**src/rtl/fcm_pkg.sv**
```systemverilog
// Package: register map, fields, encodings and counts of the clock monitor
package fcm_pkg;
  // Register byte offsets
  localparam logic [7:0] OFF_CTRL  = 8'h00;
  localparam logic [7:0] OFF_FLAG  = 8'h04;
  localparam logic [7:0] OFF_INTEN = 8'h08;
  localparam logic [7:0] OFF_STAT  = 8'h0C;
  // Control register fields
  localparam int CTRL_SCS_LSB  = 0;
  localparam int CTRL_IRCF_LSB = 4;
  localparam int CTRL_SLEEP    = 8;
  // Flag, enable and status fields
  localparam int FLAG_OSF      = 0;
  localparam int INTEN_OSF     = 0;
  localparam int STAT_EXT_RUN  = 0;
  localparam int STAT_OST_BUSY = 1;
  localparam int STAT_FAILSAFE = 2;
  localparam int STAT_MON_ON   = 3;
  localparam int STAT_STATE    = 4;
  // Reset values
  localparam logic [1:0] SCS_RST  = 2'h0;
  localparam logic [3:0] IRCF_RST = 4'h7;
  // Counts
  localparam int LF_DIV    = 64;
  localparam int OST_EDGES = 1024;
  // Clock select field encodings
  localparam logic [1:0] SCS_PRI = 2'h0;
  localparam logic [1:0] SCS_SEC = 2'h1;

  typedef struct packed {
    logic [3:0] ircf;
    logic [1:0] system_clock_select;
  } fcm_ctrl_t;

  typedef enum logic [2:0] {
    ST_OST   = 3'h0,
    ST_EXT   = 3'h1,
    ST_FAIL  = 3'h2,
    ST_INT   = 3'h3,
    ST_SLEEP = 3'h4
  } fcm_state_t;

  typedef enum logic [1:0] {
    SRC_INT = 2'h0,
    SRC_PRI = 2'h1,
    SRC_SEC = 2'h2
  } fcm_src_t;

  typedef enum logic [2:0] {
    MODE_LP  = 3'h0,
    MODE_XT  = 3'h1,
    MODE_HS  = 3'h2,
    MODE_EC  = 3'h3,
    MODE_SEC = 3'h4,
    MODE_RC  = 3'h5
  } fcm_mode_t;
endpackage

```
**src/rtl/fcm_monitor.sv**
```systemverilog
// Fail-safe clock monitor with APB register access
//
// The address map and the APB register port were left to the implementer.
`timescale 1ns/1ns
// Function
// No failure detection before startup timer expires
// Monitor works only with enable fuse set
// Every external oscillator mode is monitored
// Sample clock is low-freq oscillator over 64
// External clock falling edge sets latch
// Sample clock rising edge clears latch
// Half sample period without low means fail
// On fail use internal clock, set flag
// Flag with enable raises interrupt
// Stay internal until software switches back
// Fallback frequency from four-bit select field
// Reset, sleep or select change clear condition
// Select change restarts timer, internal meanwhile
// Condition cleared after switch to external succeeds
// Software clears flag before switching back
// Persisting failure sets flag again
// Timer after reset/wake, skipped in EC/RC; code skips it on wake or select change only, never after reset
// Monitor enable also enables two-speed start-up
// Software checks status after start-up
// Disabled monitor never switches or flags
module fcm_monitor #(
  parameter int DIV        = fcm_pkg::LF_DIV,
  parameter int OST_EDGES  = fcm_pkg::OST_EDGES
) (
  // Clock and reset
  input  wire logic        pclk,
  input  wire logic        presetn,
  // APB slave
  input  wire logic [7:0]  paddr,
  input  wire logic        psel,
  input  wire logic        penable,
  input  wire logic        pwrite,
  input  wire logic [31:0] pwdata,
  output logic      [31:0] prdata,
  output logic             pready,
  output logic             pslverr,
  // Configuration fuses
  input  wire logic        clock_monitor_enable_fuse,
  input  wire logic [2:0]  osc_mode,
  // Sampled oscillators
  input  wire logic        ext_clk_in,
  input  wire logic        lf_osc_in,
  // Power management
  input  wire logic        sleep_req,
  input  wire logic        wake_req,
  // Clock control outputs
  output logic [1:0]       sys_src_ff,
  output logic [3:0]       int_freq_sel_ff,
  output logic             two_speed_en_ff,
  output logic             cpu_hold_ff,
  output logic             osc_fail_irq_ff
);
  localparam int DW = $clog2(DIV / 2);
  localparam int OW = $clog2(OST_EDGES + 1);
  localparam logic [DW-1:0] DIV_LAST = DW'(DIV / 2 - 1);
  localparam logic [OW-1:0] OST_LAST = OW'(OST_EDGES - 1);

  if (DIV < 4 || DIV % 2 != 0 || OST_EDGES < 1)
  begin : g_chk
    $error("fcm_monitor: bad divider or timer count");
  end

  ////////////////////////////////////////////////////////////////////////////
  // Registers
  fcm_pkg::fcm_ctrl_t   ctrl_ff;
  fcm_pkg::fcm_state_t  state_ff;
  fcm_pkg::fcm_state_t  nxt_state;
  logic                 flag_ff;
  logic                 inten_ff;
  logic                 fail_safe_ff;
  logic                 ext_q_ff;
  logic                 lf_q_ff;
  logic [DW-1:0]        div_ff;
  logic                 samp_ff;
  logic                 latch_ff;
  logic                 armed_ff;
  logic [OW-1:0]        ost_cnt_ff;
  logic                 acc;
  logic                 wr_ctrl;
  logic                 scs_chg;
  logic                 ext_fall;
  logic                 lf_rise;
  logic                 samp_rise;
  logic                 samp_fall;
  logic                 mon_on;
  logic                 fail_det;
  logic                 ost_done;
  logic                 skip_ost;
  logic [1:0]           new_scs;
  fcm_pkg::fcm_state_t  restart_st;
  logic [31:0]          rd_mux;
  logic                 rd_err;

  ////////////////////////////////////////////////////////////////////////////
  // APB slave: zero wait states
  assign acc     = psel & penable & pready;
  assign wr_ctrl = acc & pwrite & (paddr == fcm_pkg::OFF_CTRL);
  assign new_scs = pwdata[fcm_pkg::CTRL_SCS_LSB +: 2];
  assign scs_chg = wr_ctrl & (new_scs != ctrl_ff.system_clock_select);

  always_comb
  begin
    rd_mux = 32'h0000_0000;
    rd_err = 1'b0;
    case (paddr)
      fcm_pkg::OFF_CTRL:
      begin
        rd_mux[fcm_pkg::CTRL_SCS_LSB +: 2]  = ctrl_ff.system_clock_select;
        rd_mux[fcm_pkg::CTRL_IRCF_LSB +: 4] = ctrl_ff.ircf;
      end
      fcm_pkg::OFF_FLAG:  rd_mux[fcm_pkg::FLAG_OSF] = flag_ff;
      fcm_pkg::OFF_INTEN: rd_mux[fcm_pkg::INTEN_OSF] = inten_ff;
      fcm_pkg::OFF_STAT:
      begin
        rd_mux[fcm_pkg::STAT_EXT_RUN]   = (state_ff == fcm_pkg::ST_EXT);
        rd_mux[fcm_pkg::STAT_OST_BUSY]  = (state_ff == fcm_pkg::ST_OST);
        rd_mux[fcm_pkg::STAT_FAILSAFE]  = fail_safe_ff;
        rd_mux[fcm_pkg::STAT_MON_ON]    = mon_on;
        rd_mux[fcm_pkg::STAT_STATE +: 3] = state_ff;
      end
      default: rd_err = 1'b1;
    endcase
  end

  always_ff @(posedge pclk or negedge presetn)
  begin
    if (!presetn)
    begin
      pready  <= 1'b0;
      pslverr <= 1'b0;
      prdata  <= 32'h0000_0000;
    end
    else
    begin
      pready  <= psel & ~penable;
      pslverr <= psel & ~penable & rd_err;
      prdata  <= (psel & ~penable & ~pwrite) ? rd_mux : 32'h0000_0000;
    end
  end

  // Select change and fallback frequency are software controlled
  always_ff @(posedge pclk or negedge presetn)
  begin
    if (!presetn)
    begin
      ctrl_ff.system_clock_select  <= fcm_pkg::SCS_RST;
      ctrl_ff.ircf <= fcm_pkg::IRCF_RST;
      inten_ff     <= 1'b0;
    end
    else
    begin
      if (wr_ctrl)
      begin
        ctrl_ff.system_clock_select  <= new_scs;
        ctrl_ff.ircf <= pwdata[fcm_pkg::CTRL_IRCF_LSB +: 4];
      end
      if (acc && pwrite && paddr == fcm_pkg::OFF_INTEN)
        inten_ff <= pwdata[fcm_pkg::INTEN_OSF];
    end
  end

  ////////////////////////////////////////////////////////////////////////////
  // Sample clock and fail detector
  assign ext_fall  = ext_q_ff & ~ext_clk_in;
  assign lf_rise   = lf_osc_in & ~lf_q_ff;
  assign samp_rise = lf_rise & (div_ff == DIV_LAST) & ~samp_ff;
  assign samp_fall = lf_rise & (div_ff == DIV_LAST) & samp_ff;
  // Any oscillator mode is watched once running on it
  assign mon_on    = clock_monitor_enable_fuse & (state_ff == fcm_pkg::ST_EXT);
  // Armed at a sample rising edge, so only a full high phase is judged and entry mid-phase cannot false-trip
  assign fail_det  = mon_on & armed_ff & samp_fall & ~latch_ff;

  always_ff @(posedge pclk or negedge presetn)
  begin
    if (!presetn)
    begin
      ext_q_ff <= 1'b0;
      lf_q_ff  <= 1'b0;
      div_ff   <= '0;
      samp_ff  <= 1'b0;
    end
    else
    begin
      ext_q_ff <= ext_clk_in;
      lf_q_ff  <= lf_osc_in;
      if (lf_rise)
      begin
        div_ff <= (div_ff == DIV_LAST) ? '0 : div_ff + 1'b1;
        if (div_ff == DIV_LAST)
          samp_ff <= ~samp_ff;
      end
    end
  end

  // A falling edge in the clearing cycle is still counted: set wins
  always_ff @(posedge pclk or negedge presetn)
  begin
    if (!presetn)
    begin
      latch_ff <= 1'b0;
      armed_ff <= 1'b0;
    end
    else if (!mon_on)
    begin
      latch_ff <= 1'b0;
      armed_ff <= 1'b0;
    end
    else
    begin
      if (ext_fall)
        latch_ff <= 1'b1;
      else if (samp_rise)
        latch_ff <= 1'b0;
      if (samp_rise)
        armed_ff <= 1'b1;
    end
  end

  ////////////////////////////////////////////////////////////////////////////
  // Startup timer counts external falling edges
  assign ost_done = (state_ff == fcm_pkg::ST_OST) & ext_fall & (ost_cnt_ff == OST_LAST);
  assign skip_ost = (osc_mode == fcm_pkg::MODE_EC) | (osc_mode == fcm_pkg::MODE_RC);

  always_ff @(posedge pclk or negedge presetn)
  begin
    if (!presetn)
      ost_cnt_ff <= '0;
    else if (nxt_state != fcm_pkg::ST_OST || state_ff != fcm_pkg::ST_OST)
      ost_cnt_ff <= '0;
    else if (ext_fall)
      ost_cnt_ff <= ost_cnt_ff + 1'b1;
  end

  ////////////////////////////////////////////////////////////////////////////
  // Clock source state machine
  always_comb
  begin
    if (wr_ctrl ? new_scs[1] : ctrl_ff.system_clock_select[1])
      restart_st = fcm_pkg::ST_INT;
    else if (skip_ost)
      restart_st = fcm_pkg::ST_EXT;
    else
      restart_st = fcm_pkg::ST_OST;
  end

  always_comb
  begin
    nxt_state = state_ff;
    case (state_ff)
      fcm_pkg::ST_OST:   if (ost_done) nxt_state = fcm_pkg::ST_EXT;
      fcm_pkg::ST_EXT:   if (fail_det) nxt_state = fcm_pkg::ST_FAIL;
      fcm_pkg::ST_FAIL:  nxt_state = fcm_pkg::ST_FAIL;
      fcm_pkg::ST_INT:   nxt_state = fcm_pkg::ST_INT;
      fcm_pkg::ST_SLEEP: if (wake_req) nxt_state = restart_st;
      default:           nxt_state = fcm_pkg::ST_OST;
    endcase
    if (scs_chg && state_ff != fcm_pkg::ST_SLEEP)
      nxt_state = restart_st;
    if (sleep_req)
      nxt_state = fcm_pkg::ST_SLEEP;
  end

  always_ff @(posedge pclk or negedge presetn)
  begin
    if (!presetn)
      state_ff <= fcm_pkg::ST_OST;
    else
      state_ff <= nxt_state;
  end

  // Held through the restarted timer; ends once external runs again
  always_ff @(posedge pclk or negedge presetn)
  begin
    if (!presetn)
      fail_safe_ff <= 1'b0;
    else if (fail_det && !sleep_req)
      fail_safe_ff <= 1'b1;
    else if (nxt_state == fcm_pkg::ST_SLEEP || nxt_state == fcm_pkg::ST_EXT || nxt_state == fcm_pkg::ST_INT)
      fail_safe_ff <= 1'b0;
  end

  // Hardware set beats a same-cycle write-one clear
  always_ff @(posedge pclk or negedge presetn)
  begin
    if (!presetn)
      flag_ff <= 1'b0;
    else if (fail_det)
      flag_ff <= 1'b1;
    else if (acc && pwrite && paddr == fcm_pkg::OFF_FLAG && pwdata[fcm_pkg::FLAG_OSF])
      flag_ff <= 1'b0;
  end

  ////////////////////////////////////////////////////////////////////////////
  // Outputs
  always_ff @(posedge pclk or negedge presetn)
  begin
    if (!presetn)
    begin
      sys_src_ff      <= fcm_pkg::SRC_INT;
      int_freq_sel_ff <= fcm_pkg::IRCF_RST;
      two_speed_en_ff <= 1'b0;
      cpu_hold_ff     <= 1'b0;
      osc_fail_irq_ff <= 1'b0;
    end
    else
    begin
      if (nxt_state == fcm_pkg::ST_EXT)
        sys_src_ff <= (ctrl_ff.system_clock_select == fcm_pkg::SCS_SEC) ? fcm_pkg::SRC_SEC : fcm_pkg::SRC_PRI;
      else
        sys_src_ff <= fcm_pkg::SRC_INT;
      int_freq_sel_ff <= ctrl_ff.ircf;
      two_speed_en_ff <= clock_monitor_enable_fuse;
      // Without two-speed the core waits for the timer
      cpu_hold_ff     <= (nxt_state == fcm_pkg::ST_OST) & ~clock_monitor_enable_fuse;
      osc_fail_irq_ff <= flag_ff & inten_ff;
    end
  end
endmodule

```
**config.mk**
```make
export PLATFORM = sky130hd
export DESIGN_NAME = fcm_monitor
export DESIGN_NICKNAME = d
export VERILOG_FILES = /design/src/rtl/fcm_pkg.sv /design/src/rtl/fcm_monitor.sv
export SDC_FILE = /design/constraint.sdc
export NUM_CORES = 1
export LEC_CHECK = 0
export ABC_AREA = 1
export BUFFER_PORTS_ARGS = -buffer_cell sky130_fd_sc_hd__buf_2
export CAP_MARGIN = 10
export CORE_ASPECT_RATIO = 2
export CORE_MARGIN = 10
export CORE_UTILIZATION = 35
export DETAILED_ROUTE_END_ITERATION = 16
export PLACE_DENSITY_LB_ADDON = 0.1
export SLEW_MARGIN = 40
export SYNTH_ARGS = -nofsm -noshare
export SYNTH_HDL_FRONTEND = slang
export SYNTH_SLANG_ARGS = --single-unit
export TNS_END_PERCENT = 1
```
**constraint.sdc**
```tcl
create_clock -name pclk -period 2 [get_ports pclk]
set_input_delay 0.4 -clock pclk [delete_from_list [all_inputs] [get_ports pclk]]
set_output_delay 0.4 -clock pclk [all_outputs]
set_load 0.02 [all_outputs]
```
==> reports/metrics.cfg <==
[clock_tree]
cts_hold_buf=0
cts_tree=done
clkTransAtPathRegs_ps=70
numCtsBuffers=5
clk_path_buf_depth=2
cts-htree-levels=2
cts_root_buf=clkbuf_16
cts.sinks=52
worstSkewPairLatency_ps=290

[route]
drt-wirelength-per-cell_um=13.0
first_pass_iters=4
viasPerCell=4.34
first_iter_violations=96
ant_nets=0
drc_errors=0
wl_um=5800
vias=1939

[synth]
avgSynthCellArea_um2=8.99
synthCells=288
ys_top_cells_by_area=dfrtp_1, nand2_1, buf_4, dfstp_2, inv_1
synth-seq-area-share_pct=50.6
netlist.area_leader.share_pct=44.5
synth_edf_count=0
yosys_register_bits=52
syn_area_um2=2590
synth_cell_types=32
yosysWarnings=0
synth-main-ff-cell=dfrtp_1
synth_top_area_cell=dfrtp_1
async_reset_ff_share_pct=100

[placed_design]
dp_slack_ps=-105
portBuffers=45
detailed_place_hpwl_um=4600
place.gp.congestion=0.820

[critical_path]
crit_slowest_cell=dfrtp_1
critPathLaunchType=flip-flop
worstPathCellList=ha_1, nand2_1, nor2_1, ha_1, nand3_1, nor2_2, nand2_2, nand2_1, nand2_1, nor2_1, nand3_1, nand2_2, nand4_4, buf_12, nor2_2
crit_top_cell=nand2_1
cp.arrival_ps=2260
cp_max_fo=10
worstPathRequired_ps=2230
worstSetupPathType=reg2reg
end_kind=flip-flop
max_stage_delay_ps=350

[outcome]
outcome=finished, violations left
violations=setup timing

[grt]
grt_usage_pct=10.4
antenna_found_initial=0
grt_pass1_vias=2098
grt_overflow_total=0
grt_pass1_wl_um=9540
grt_max_degree=53

[sta]
setup-violations-final=11
fin_tns_setup_ps=-288
fmax_mhz=492
hold_violations=0
rsz0062_at_grt=yes
timing.final.crit_share_pct=102
skew_ps=7.09
period_needed_ps=2030
slew_viol_final=0
worst_slack_ps=-31.5

[run]
maxCapViolations=0

[power]
peakVddDrop_mv=0.496
total_power_mw=2.37
p_leak_nw=1.58
powerDensity_nw_per_um2=759

[die]
start_util_pct=35.9
die_y_um=142
rows=44
die_x_um=80.8
die_area_um2=11400
pin_count=96
core_area_um2=7210

[layout]
drive_gt1_share_pct=29.9
fin_nets=410
area_growth_pct=20.5
n_fill_cell=766
antenna_cells=0

[worst_hold_path]
hold_path.class=in2async

==> final timing paths <==
kind,from,to,slack [ps],cells after the start
worst max-delay path,div_ff[0]$_DFFE_PN0P_,ost_cnt_ff[4]$_DFFE_PN0P_,-30,15
worst min-delay path,presetn,prdata[4]$_DFF_PN0_,80,2
worst max register to register,div_ff[0]$_DFFE_PN0P_,ost_cnt_ff[4]$_DFFE_PN0P_,-30,15
worst min register to register,ctrl_ff[2]$_DFFE_PN1N_,int_freq_sel_ff[0]$_DFF_PN1_,370,0
max in group asynchronous,presetn,int_freq_sel_ff[0]$_DFF_PN1_,1630,2
min in group pclk,ext_clk_in,ext_q_ff$_DFF_PN0_,230,1
==> cell type report <==
| type | count | area [um2] | area share, % |
|---|---|---|---|
| clock inverter | 2 | 12.5 | 0.401 |
| timing repair buffer | 62 | 378 | 12.1 |
| sequential | 52 | 1310 | 41.9 |
| multi-input combinational | 196 | 1040 | 33.3 |
| tap | 92 | 115 | 3.69 |
| inverter | 37 | 139 | 4.45 |
| clock buffer | 6 | 129 | 4.13 |
==> cells in the final DEF (no fill, tap or decap), drive strengths merged <==
master,n
dfstp,6
ha,3
or2,3
nand3,15
xor2,8
dfrtp,46
clkinvlp,1
nor4,1
a31oi,1
nor3b,2
nor2,44
xnor2,2
a211oi,1
nor3,5
inv,37
o21ai,7
nand4,4
o21a,2
conb,24
nor4b,1
nand2,57
o221ai,1
a21oi,9
clkinv,1
buf,62
clkbuf,6
mux2,4
o22ai,2
==> stage by stage <==
step / cell area, um2 / util [%] / hold WS, ps / cells
after floorplan: 2680 / - / 104 / 311
after CTS: 3120 / 43.3 / 102 / 447
after global routing: 3120 / 43.3 / 115 / 447
after global placement: 2960 / 41.0 / 365 / 438
final: 3120 / 43.3 / 81.8 / 447
after detailed placement: 2960 / 41.0 / 366 / 438
==> worst max-delay path, delay by kind of cell, from the launching register on <==
kind,cells,cell delay [ps]
DFF,1,350
adders and majority gates,2,350
buffers and inverters,1,170
and+or+nand+nor,12,1100
==> report_power, final <==
part           switching [mW]  internal [mW]  total [mW]
sequential             0.0387           1.12        1.16
clock                   0.380          0.463       0.842
combinational           0.230          0.139       0.368
total                   0.648           1.72        2.37
==> repair_timing <==
item / 4_1_cts / 5_1_grt
gates resized for setup: 3 / 0
cloned: 0 / 0
buffers inserted: 1 / 0
endpoints found under the setup margin: 15 / 15
pin swaps: 2 / 0
==> state kept, by name, indices dropped and copies added (netlist names), 2 cells and up <==
signal and cells:
ost_cnt_ff 11, ctrl_ff 6, sys_src_ff 2, int_freq_sel_ff 4, state_ff 3, prdata 8
div_ff 5
==> cells in the mapped netlist, types with 3 or more instances <==
cell type / number
nand2_1: 51
nor3_1: 4
nand3_1: 15
inv_1: 37
ha_1: 3
o21ai_0: 7
nand4_1: 3
nor2_2: 11
dfstp_2: 6
dfrtp_1: 46
buf_4: 24
xor2_1: 8
nor2_1: 30
or2_2: 3
mux2_2: 4
a21oi_1: 9
nand2_2: 5
nor2_4: 3
==> logic make-up (layout without fill, tap and decap cells) <==
group | count (synthesis) | count (layout) | share of synthesized area, %
xor gates and xnor gates | 10 | 10 | 3.38
buffers and inverters | 63 | 107 | 13.2
muxes | 4 | 4 | 1.74
and+or+nand+nor | 132 | 132 | 24.5
DFF | 52 | 52 | 50.6
AOI/OAI and AO/OA | 23 | 23 | 5.03
other | 1 | 24 | 0.145
adders and majority gates | 3 | 3 | 1.45
==> layer usage <==
metal | share of wire [%] | track usage (%) | vias to the layer above
met5 | 0 | 0 | -
met4 | 1.6 | 3.57 | 0
met3 | 5.9 | 2.66 | 7
met2 | 57 | 19.8 | 46
met1 | 35 | 10.2 | 897
li1 | - | - | 989
No activity file was read; power rests on OpenSTA's default activity.
